## config.mk

```make
export PLATFORM = sky130hd
export DESIGN_NAME = wei_top
export DESIGN_NICKNAME = d
export VERILOG_FILES = /design/src/wei_pkg.sv /design/src/wei_top.sv
export SDC_FILE = /design/constraint.sdc
export NUM_CORES = 1
export LEC_CHECK = 0
export BUFFER_PORTS_ARGS = -buffer_cell sky130_fd_sc_hd__buf_2
export CORE_MARGIN = 1
export CORE_UTILIZATION = 59
export CTS_CLUSTER_SIZE = 28
export DETAILED_ROUTE_END_ITERATION = 8
export GPL_ROUTABILITY_DRIVEN = 1
export PLACE_DENSITY = 0.85
export RECOVER_POWER = 100
export SYNTH_ARGS = -nofsm -noshare
export SYNTH_HDL_FRONTEND = slang
export SYNTH_SLANG_ARGS = --single-unit
export TNS_END_PERCENT = 10
```

## constraint.sdc

```tcl
create_clock -name CLK -period 7.45 [get_ports CLK]
set_input_delay 0 -clock CLK [delete_from_list [all_inputs] [get_ports CLK]]
set_output_delay 0 -clock CLK [all_outputs]
set_load 0.1 [all_outputs]
```

## src/wei_pkg.sv

```systemverilog
/*
  Package for the weak end infeed echo logic: register map, field layout,
  reset values, mode encoding, timing constants and signal bundles.
  Assumes a 200 MHz system clock and a 32-bit AXI4-Lite register bus.
*/
package wei_pkg;

  // ----------------------------------------------------------------
  // Register map (byte addresses)
  // ----------------------------------------------------------------
  localparam logic [7:0] ADDR_CTRL = 8'h00;
  localparam logic [7:0] ADDR_PULSE = 8'h04;
  localparam logic [7:0] ADDR_DELAY = 8'h08;
  localparam logic [7:0] ADDR_BLKT = 8'h0c;
  localparam logic [7:0] ADDR_STATUS = 8'h10;
  localparam int ADDR_W = 8;

  // ----------------------------------------------------------------
  // Fields and reset values
  // ----------------------------------------------------------------
  localparam int MODE_W = 2;
  localparam int SET_W = 7;
  localparam int CNT_W = 8;
  localparam logic [SET_W-1:0] SET_RST = 7'h0a;
  localparam logic [CNT_W-1:0] CNT_ONE = 8'h01;
  localparam logic [CNT_W-1:0] CNT_ZERO = 8'h00;
  localparam int ST_SEND = 0;
  localparam int ST_ECHO = 1;
  localparam int ST_TRIP = 2;
  localparam int ST_SUPP = 3;
  localparam int ST_PICK = 4;
  localparam int ST_EN = 5;
  localparam int ST_W = 6;

  typedef enum logic [MODE_W-1:0] {
    WEI_MODE_OFF = 2'h0,
    WEI_MODE_ECHO = 2'h1,
    WEI_MODE_ECHO_TRIP = 2'h2
  } wei_mode_e;

  localparam logic [1:0] RESP_OKAY = 2'h0;
  localparam logic [1:0] RESP_SLVERR = 2'h2;

  // ----------------------------------------------------------------
  // Timing
  // ----------------------------------------------------------------
  localparam int CLK_PERIOD_NS = 5;
  localparam int MS_IN_NS = 1000000;
  localparam int TICK_CYCLES = MS_IN_NS / CLK_PERIOD_NS;
  localparam int TICK_W = 18;

  // ----------------------------------------------------------------
  // Signal bundles
  // ----------------------------------------------------------------
  typedef struct packed {
    logic block;
    logic recv_permissive;
    logic recv_echo;
    logic echo_inhibit;
    logic overreach_zone_start;
    logic breaker_open_three_pole;
  } wei_in_s;

  typedef struct packed {
    logic send;
    logic echo;
    logic trip;
  } wei_out_s;

endpackage

```

## src/wei_top.sv

```systemverilog
/*
  Weak end infeed echo logic with its AXI4-Lite register slave.
  Assumes relay inputs are synchronous to CLK and that software programs
  timer settings within 1..100 ms.
*/
`timescale 1ns/1ps

module wei_top #(
  parameter int TICK_CYCLES = wei_pkg::TICK_CYCLES
) (
  input wire logic CLK,
  input wire logic RST_B,
  input wire logic [wei_pkg::ADDR_W-1:0] S_AXI_AWADDR,
  input wire logic S_AXI_AWVALID,
  output logic S_AXI_AWREADY,
  input wire logic [31:0] S_AXI_WDATA,
  input wire logic [3:0] S_AXI_WSTRB,
  input wire logic S_AXI_WVALID,
  output logic S_AXI_WREADY,
  output logic [1:0] S_AXI_BRESP,
  output logic S_AXI_BVALID,
  input wire logic S_AXI_BREADY,
  input wire logic [wei_pkg::ADDR_W-1:0] S_AXI_ARADDR,
  input wire logic S_AXI_ARVALID,
  output logic S_AXI_ARREADY,
  output logic [31:0] S_AXI_RDATA,
  output logic [1:0] S_AXI_RRESP,
  output logic S_AXI_RVALID,
  input wire logic S_AXI_RREADY,
  input wire wei_pkg::wei_in_s RELAY_IN,
  output wei_pkg::wei_out_s RELAY_OUT
);

  // ----------------------------------------------------------------
  // Declarations
  // ----------------------------------------------------------------
  logic aw_full_reg, aw_full_next;
  logic w_full_reg, w_full_next;
  logic [wei_pkg::ADDR_W-1:0] aw_addr_reg, aw_addr_next;
  logic [31:0] w_data_reg, w_data_next;
  logic w_lane0_reg, w_lane0_next;
  logic bvalid_reg, bvalid_next;
  logic [1:0] bresp_reg, bresp_next;
  logic rvalid_reg, rvalid_next;
  logic [1:0] rresp_reg, rresp_next;
  logic [31:0] rdata_reg, rdata_next;

  wei_pkg::wei_mode_e mode_reg, mode_next;
  logic [wei_pkg::SET_W-1:0] pulse_reg, pulse_next;
  logic [wei_pkg::SET_W-1:0] delay_reg, delay_next;
  logic [wei_pkg::SET_W-1:0] blkt_reg, blkt_next;

  logic [wei_pkg::TICK_W-1:0] tick_cnt_reg, tick_cnt_next;
  logic [wei_pkg::CNT_W-1:0] pick_cnt_reg, pick_cnt_next;
  logic [wei_pkg::CNT_W-1:0] supp_cnt_reg, supp_cnt_next;
  logic [wei_pkg::CNT_W-1:0] hold_cnt_reg, hold_cnt_next;
  logic rec_prev_reg, rec_prev_next;
  logic pick_run_reg, pick_run_next;
  wei_pkg::wei_out_s out_reg, out_next;

  logic ms_tick;
  logic enabled;
  logic closed_wait;
  logic suppressed;
  logic pick_done;
  logic echo_trigger;
  logic do_write;
  logic [wei_pkg::ST_W-1:0] status;

  // ----------------------------------------------------------------
  // Millisecond tick
  // ----------------------------------------------------------------
  // Millisecond time base
  assign ms_tick = (tick_cnt_reg == wei_pkg::TICK_W'(TICK_CYCLES - 1));

  always_comb begin
    tick_cnt_next = ms_tick ? '0 : tick_cnt_reg + 1'b1;
  end

  always_ff @(posedge CLK or negedge RST_B) begin
    if (!RST_B) begin
      tick_cnt_reg <= '0;
    end else begin
      tick_cnt_reg <= tick_cnt_next;
    end
  end

  // ----------------------------------------------------------------
  // Register bus
  // ----------------------------------------------------------------
  // Address and data are taken in either order; the response waits for
  // both and holds off new writes until it has been accepted.
  assign S_AXI_AWREADY = !aw_full_reg && !bvalid_reg;
  assign S_AXI_WREADY = !w_full_reg && !bvalid_reg;
  assign S_AXI_ARREADY = !rvalid_reg;
  assign S_AXI_BVALID = bvalid_reg;
  assign S_AXI_BRESP = bresp_reg;
  assign S_AXI_RVALID = rvalid_reg;
  assign S_AXI_RRESP = rresp_reg;
  assign S_AXI_RDATA = rdata_reg;
  assign do_write = aw_full_reg && w_full_reg;

  assign status = {enabled, pick_run_reg, suppressed,
                   out_reg.trip, out_reg.echo, out_reg.send};

  always_comb begin
    aw_full_next = aw_full_reg;
    aw_addr_next = aw_addr_reg;
    w_full_next = w_full_reg;
    w_data_next = w_data_reg;
    w_lane0_next = w_lane0_reg;
    bvalid_next = bvalid_reg;
    bresp_next = bresp_reg;
    rvalid_next = rvalid_reg;
    rresp_next = rresp_reg;
    rdata_next = rdata_reg;
    mode_next = mode_reg;
    pulse_next = pulse_reg;
    delay_next = delay_reg;
    blkt_next = blkt_reg;
    if (S_AXI_AWVALID && S_AXI_AWREADY) begin
      aw_full_next = 1'b1;
      aw_addr_next = S_AXI_AWADDR;
    end
    if (S_AXI_WVALID && S_AXI_WREADY) begin
      w_full_next = 1'b1;
      w_data_next = S_AXI_WDATA;
      w_lane0_next = S_AXI_WSTRB[0];
    end
    if (do_write) begin
      aw_full_next = 1'b0;
      w_full_next = 1'b0;
      bvalid_next = 1'b1;
      bresp_next = wei_pkg::RESP_OKAY;
      case (aw_addr_reg)
        wei_pkg::ADDR_CTRL: begin
          if (w_lane0_reg) begin
            mode_next = wei_pkg::wei_mode_e'(w_data_reg[wei_pkg::MODE_W-1:0]);
          end
        end
        wei_pkg::ADDR_PULSE: begin
          if (w_lane0_reg) begin
            pulse_next = w_data_reg[wei_pkg::SET_W-1:0];
          end
        end
        wei_pkg::ADDR_DELAY: begin
          if (w_lane0_reg) begin
            delay_next = w_data_reg[wei_pkg::SET_W-1:0];
          end
        end
        wei_pkg::ADDR_BLKT: begin
          if (w_lane0_reg) begin
            blkt_next = w_data_reg[wei_pkg::SET_W-1:0];
          end
        end
        wei_pkg::ADDR_STATUS: begin
          // Read-only: write is accepted and ignored
        end
        default: begin
          bresp_next = wei_pkg::RESP_SLVERR;
        end
      endcase
    end
    if (bvalid_reg && S_AXI_BREADY) begin
      bvalid_next = 1'b0;
    end
    if (S_AXI_ARVALID && S_AXI_ARREADY) begin
      rvalid_next = 1'b1;
      rresp_next = wei_pkg::RESP_OKAY;
      rdata_next = '0;
      case (S_AXI_ARADDR)
        wei_pkg::ADDR_CTRL: rdata_next[wei_pkg::MODE_W-1:0] = mode_reg;
        wei_pkg::ADDR_PULSE: rdata_next[wei_pkg::SET_W-1:0] = pulse_reg;
        wei_pkg::ADDR_DELAY: rdata_next[wei_pkg::SET_W-1:0] = delay_reg;
        wei_pkg::ADDR_BLKT: rdata_next[wei_pkg::SET_W-1:0] = blkt_reg;
        wei_pkg::ADDR_STATUS: rdata_next[wei_pkg::ST_W-1:0] = status;
        default: rresp_next = wei_pkg::RESP_SLVERR;
      endcase
    end else if (rvalid_reg && S_AXI_RREADY) begin
      rvalid_next = 1'b0;
    end
  end

  always_ff @(posedge CLK or negedge RST_B) begin
    if (!RST_B) begin
      aw_full_reg <= 1'b0;
      aw_addr_reg <= '0;
      w_full_reg <= 1'b0;
      w_data_reg <= '0;
      w_lane0_reg <= 1'b0;
      bvalid_reg <= 1'b0;
      bresp_reg <= wei_pkg::RESP_OKAY;
      rvalid_reg <= 1'b0;
      rresp_reg <= wei_pkg::RESP_OKAY;
      rdata_reg <= '0;
      mode_reg <= wei_pkg::WEI_MODE_OFF;
      pulse_reg <= wei_pkg::SET_RST;
      delay_reg <= wei_pkg::SET_RST;
      blkt_reg <= wei_pkg::SET_RST;
    end else begin
      aw_full_reg <= aw_full_next;
      aw_addr_reg <= aw_addr_next;
      w_full_reg <= w_full_next;
      w_data_reg <= w_data_next;
      w_lane0_reg <= w_lane0_next;
      bvalid_reg <= bvalid_next;
      bresp_reg <= bresp_next;
      rvalid_reg <= rvalid_next;
      rresp_reg <= rresp_next;
      rdata_reg <= rdata_next;
      mode_reg <= mode_next;
      pulse_reg <= pulse_next;
      delay_reg <= delay_next;
      blkt_reg <= blkt_next;
    end
  end

  // ----------------------------------------------------------------
  // Echo and trip logic
  // ----------------------------------------------------------------
  // Enable gate
  assign enabled = !RELAY_IN.block &&
                   (mode_reg == wei_pkg::WEI_MODE_ECHO ||
                    mode_reg == wei_pkg::WEI_MODE_ECHO_TRIP);
  assign closed_wait = RELAY_IN.recv_permissive &&
                       !RELAY_IN.breaker_open_three_pole;
  assign suppressed = RELAY_IN.echo_inhibit || (supp_cnt_reg != '0);
  assign pick_done = pick_run_reg &&
                     (pick_cnt_reg >= {1'b0, delay_reg});
  // Open breaker echo, delayed closed breaker echo
  assign echo_trigger = enabled &&
    ((RELAY_IN.breaker_open_three_pole && RELAY_IN.recv_permissive) ||
     (closed_wait && pick_done && !suppressed));

  always_comb begin
    pick_cnt_next = pick_cnt_reg;
    pick_run_next = pick_run_reg;
    supp_cnt_next = supp_cnt_reg;
    hold_cnt_next = hold_cnt_reg;
    rec_prev_next = RELAY_IN.recv_permissive;
    out_next = '0;
    if (!enabled) begin
      pick_cnt_next = '0;
      pick_run_next = 1'b0;
      supp_cnt_next = '0;
      hold_cnt_next = '0;
    end else begin
      // Pickup runs while signal stands
      // Also started by a breaker closing under a standing signal
      pick_run_next = closed_wait && !RELAY_IN.echo_inhibit;
      if (!pick_run_next ||
          (RELAY_IN.recv_permissive && !rec_prev_reg)) begin
        pick_cnt_next = '0;
      end else if (ms_tick && !pick_done) begin
        pick_cnt_next = pick_cnt_reg + 1'b1;
      end
      if (RELAY_IN.echo_inhibit) begin
        supp_cnt_next = {1'b0, blkt_reg};
      end else if (ms_tick && supp_cnt_reg != '0) begin
        supp_cnt_next = supp_cnt_reg - 1'b1;
      end
      // One extra tick so the stretch never falls short
      if (echo_trigger) begin
        hold_cnt_next = {1'b0, pulse_reg} + wei_pkg::CNT_ONE;
      end else if (ms_tick && hold_cnt_reg != '0) begin
        hold_cnt_next = hold_cnt_reg - 1'b1;
      end
      out_next.send = RELAY_IN.overreach_zone_start;
      out_next.echo = echo_trigger || (hold_cnt_reg != wei_pkg::CNT_ZERO);
      out_next.trip = (mode_reg == wei_pkg::WEI_MODE_ECHO_TRIP) &&
                      RELAY_IN.overreach_zone_start &&
                      (RELAY_IN.recv_echo || echo_trigger);
    end
  end

  always_ff @(posedge CLK or negedge RST_B) begin
    if (!RST_B) begin
      pick_cnt_reg <= '0;
      pick_run_reg <= 1'b0;
      supp_cnt_reg <= '0;
      hold_cnt_reg <= '0;
      rec_prev_reg <= 1'b0;
      out_reg <= '0;
    end else begin
      pick_cnt_reg <= pick_cnt_next;
      pick_run_reg <= pick_run_next;
      supp_cnt_reg <= supp_cnt_next;
      hold_cnt_reg <= hold_cnt_next;
      rec_prev_reg <= rec_prev_next;
      out_reg <= out_next;
    end
  end

  assign RELAY_OUT = out_reg;

endmodule // wei_top

```

==> impl_metrics.yaml <==
outcome:
  status: "complete, but fails checks"
  violations: "max-capacitance violations, max-slew violations"
layout:
  antenna_cells: 0
  area_growth_syn_to_layout_pct: 11.7
  drive_gt1_share_pct: 17.1
  largest_reg_flops: 18
  final_core_util_pct: 68.0
  nets: 677
  layout_common_cells: "93 x dfrtp_1, 44 x nand2_1, 37 x nor2_1"
  postLayoutCellArea_sq_um: 5930
  final_common_cell: "dfrtp_1"
grt:
  antenna_found_initial: 0
  grt_pass1_vias: 4264
  gr-total-overflow: 0
  grt_pass1_wl_um: 20800
  track_usage_pct: 27.7
  grt_max_degree: 71
sta:
  post-route-min-period_ps: 3240
  clock_skew_ps: 10.8
  fmax_mhz: 309
  relSlewSlack_pct: -12.3
  fin_tns_setup_ps: 0
  finalHoldViolCount: 0
  worst_pin_slew_ps: 1680
  rsz0062_at_grt: "false"
  post-route-period-util_pct: 43.4
  setup_viol: 0
  drv_slew: 31
routing:
  drt-initial-drc-count: 372
  topRoutingLayerUsed: "met4"
  wl_met3_um: 926
  drt_drc_violations_left: 0
  wire_per_inst_um: 17.4
  ant_nets: 0
  dr.pass1.iters: 5
  via_per_inst: 6.14
  wl_um: 12400
  met2_length_um: 6200
  vias: 4370
  wl_met1_um: 5080
clock_tree:
  ctsHtreeMaxLevel: 3
  path_clk_slew_ps: 90
  clk_latency_ps: 370
  postCtsSetupRepairBufs: 0
  tritoncts: "done"
  cts_root_buffer: "clkbuf_8"
  cts_resized: 0
  hold_buffers: 24
  cts_buffer_depth: 2
  clock-sinks: 99
  cts_buffers: 9
hold_path:
  whs_path_depth: 4
  min_to: "S_AXI_RDATA[3]$_DFFE_PN0P_"
  holdCritStartpoint: "S_AXI_ARVALID"
  min_path_type: "input pin to register"
yosys:
  synth_flop_cell: "dfrtp_1"
  synth_top_area_share_pct: 43.8
  syn_inst: 525
  synth_area_sq_um: 5310
  synth_edf_count: 0
  synthTopCellsByArea: "dfrtp_1 44%, mux2_2 6.8%, buf_4 3.8%"
  syn_area_per_cell_sq_um: 10.1
  yosys_warnings: 0
  synth-seq-cells: 99
  synth_seq_area_share_pct: 46.8
  synth_top_cell_by_area: "dfrtp_1"
  async_flop_share_pct: 100
  ys_types: 67
placement:
  gp_congestion: 0.961
  hpwl_um: 8560
  port_buffers: 53
  dpl_cell_area_sq_um: 5570
critical_path:
  r2r_slack_ps: 4210
  worstPathArrival_ps: 3440
  cp-start-kind: "register"
  crit_fanout: 12
  worstPathRequired_ps: 7660
  worstSetupPathType: "register to register"
  r2r_end: "hold_cnt_reg[3]$_DFFE_PN0P_"
  worstReg2RegStart: "tick_cnt_reg[7]$_DFF_PN0_"
  reg2reg_depth: 6
  end_kind: "register"
floorplan:
  core_sq_um: 8720
  die_x_um: 96.9
  die_area_sq_um: 9390
  num_rows: 34
  initial_utilization_pct: 60.9
  fp.dieH_um: 96.9
  ios: 109
power:
  peakVddDrop_v: 0.000312
  power.density_nw_per_um2: 256
  p_sw_uw: 606
  clkPwrFrac_pct: 22.8
  power_frac_comb_pct: 31.0
  power.internal_uw: 912
  switching_share_pct: 39.9
  power.total_mw: 1.52
  p_leak_nw: 2.66
  pwr-share-seq_pct: 46.2
job:
  cap_violations: 1
-- synth_stat cells (14+ instances only) --
| cell | number |
|---|---|
| dfrtp_1 | 93 |
| xor2_1 | 14 |
| mux2_2 | 32 |
| nor2_1 | 37 |
| o21ai_0 | 25 |
| inv_1 | 19 |
| nor3_1 | 19 |
| a21oi_1 | 16 |
| xnor2_1 | 14 |
| nand3_1 | 21 |
| nand2_1 | 43 |
| buf_4 | 27 |
-- logic make-up after synthesis --
family	after synthesis	share of synthesized area, %
buf+inv	61	6.29
flops	99	46.8
simple gates	189	19.0
mux	40	8.29
other cells	1	0.0706
fa+ha+maj	13	3.06
xor+xnor	28	4.62
compound gates	94	11.9
-- layer usage --
layer	vias up	GRT usage [%]
met1	2149	35.1
met3	24	6.86
met5	-	0
met4	0	9.07
li1	1981	-
met2	216	46.5
-- per-stage QoR --
step,hold slack (ps),cells,setup WS (ps)
finish,44.4,712,4210
CTS,36.3,712,4630
floorplan,-296,551,4210
detailed placement,-38.9,672,4650
global route,49.2,712,3950
global placement,-51.5,672,4780
-- worst max-delay path by stage --
| stage | from | to | slack, ps |
|---|---|---|---|
| CTS | mode_reg[0]$_DFFE_PN0P_ | hold_cnt_reg[6]$_DFFE_PN0P_ | 4630 |
| global placement | mode_reg[0]$_DFFE_PN0P_ | hold_cnt_reg[6]$_DFFE_PN0P_ | 4780 |
| floorplan | S_AXI_BVALID$_DFFE_PN0P_ | aw_addr_reg[0]$_DFFE_PN0P_ | 4210 |
| finish | tick_cnt_reg[7]$_DFF_PN0_ | hold_cnt_reg[3]$_DFFE_PN0P_ | 4210 |
| detailed placement | mode_reg[1]$_DFFE_PN0P_ | hold_cnt_reg[6]$_DFFE_PN0P_ | 4650 |
| global route | tick_cnt_reg[7]$_DFF_PN0_ | hold_cnt_reg[4]$_DFFE_PN0P_ | 3950 |
-- final cells by class --
class,count,area [sq um]
repair buffers,79,493
inverters,19,71.3
well taps,108,135
multi-input cells,391,2560
fillers,658,2790
flip-flops and latches,99,2480
clock buffers,10,128
clock inverters,6,63.8
-- power groups by stage --
stage	registers [mW]	logic, mW	clock network, mW
6_report	0.702	0.470	0.345
5_1_grt	0.713	0.503	0.370
4_1_cts	0.695	0.469	0.344
3_5_place_dp	0.706	0.457	0
3_3_place_gp	0.700	0.441	0
2_1_floorplan	0.749	0.321	0
-- worst max-delay path, stage by stage, from the launching register on --
cell and delay [ps]:
dfrtp_1 430, or4b_1 530, nor3_1 510, and2_0 610, and2b_1 350, or2_0 440, a41oi_1 190
Note: power is estimated with default switching activity, not from simulation.
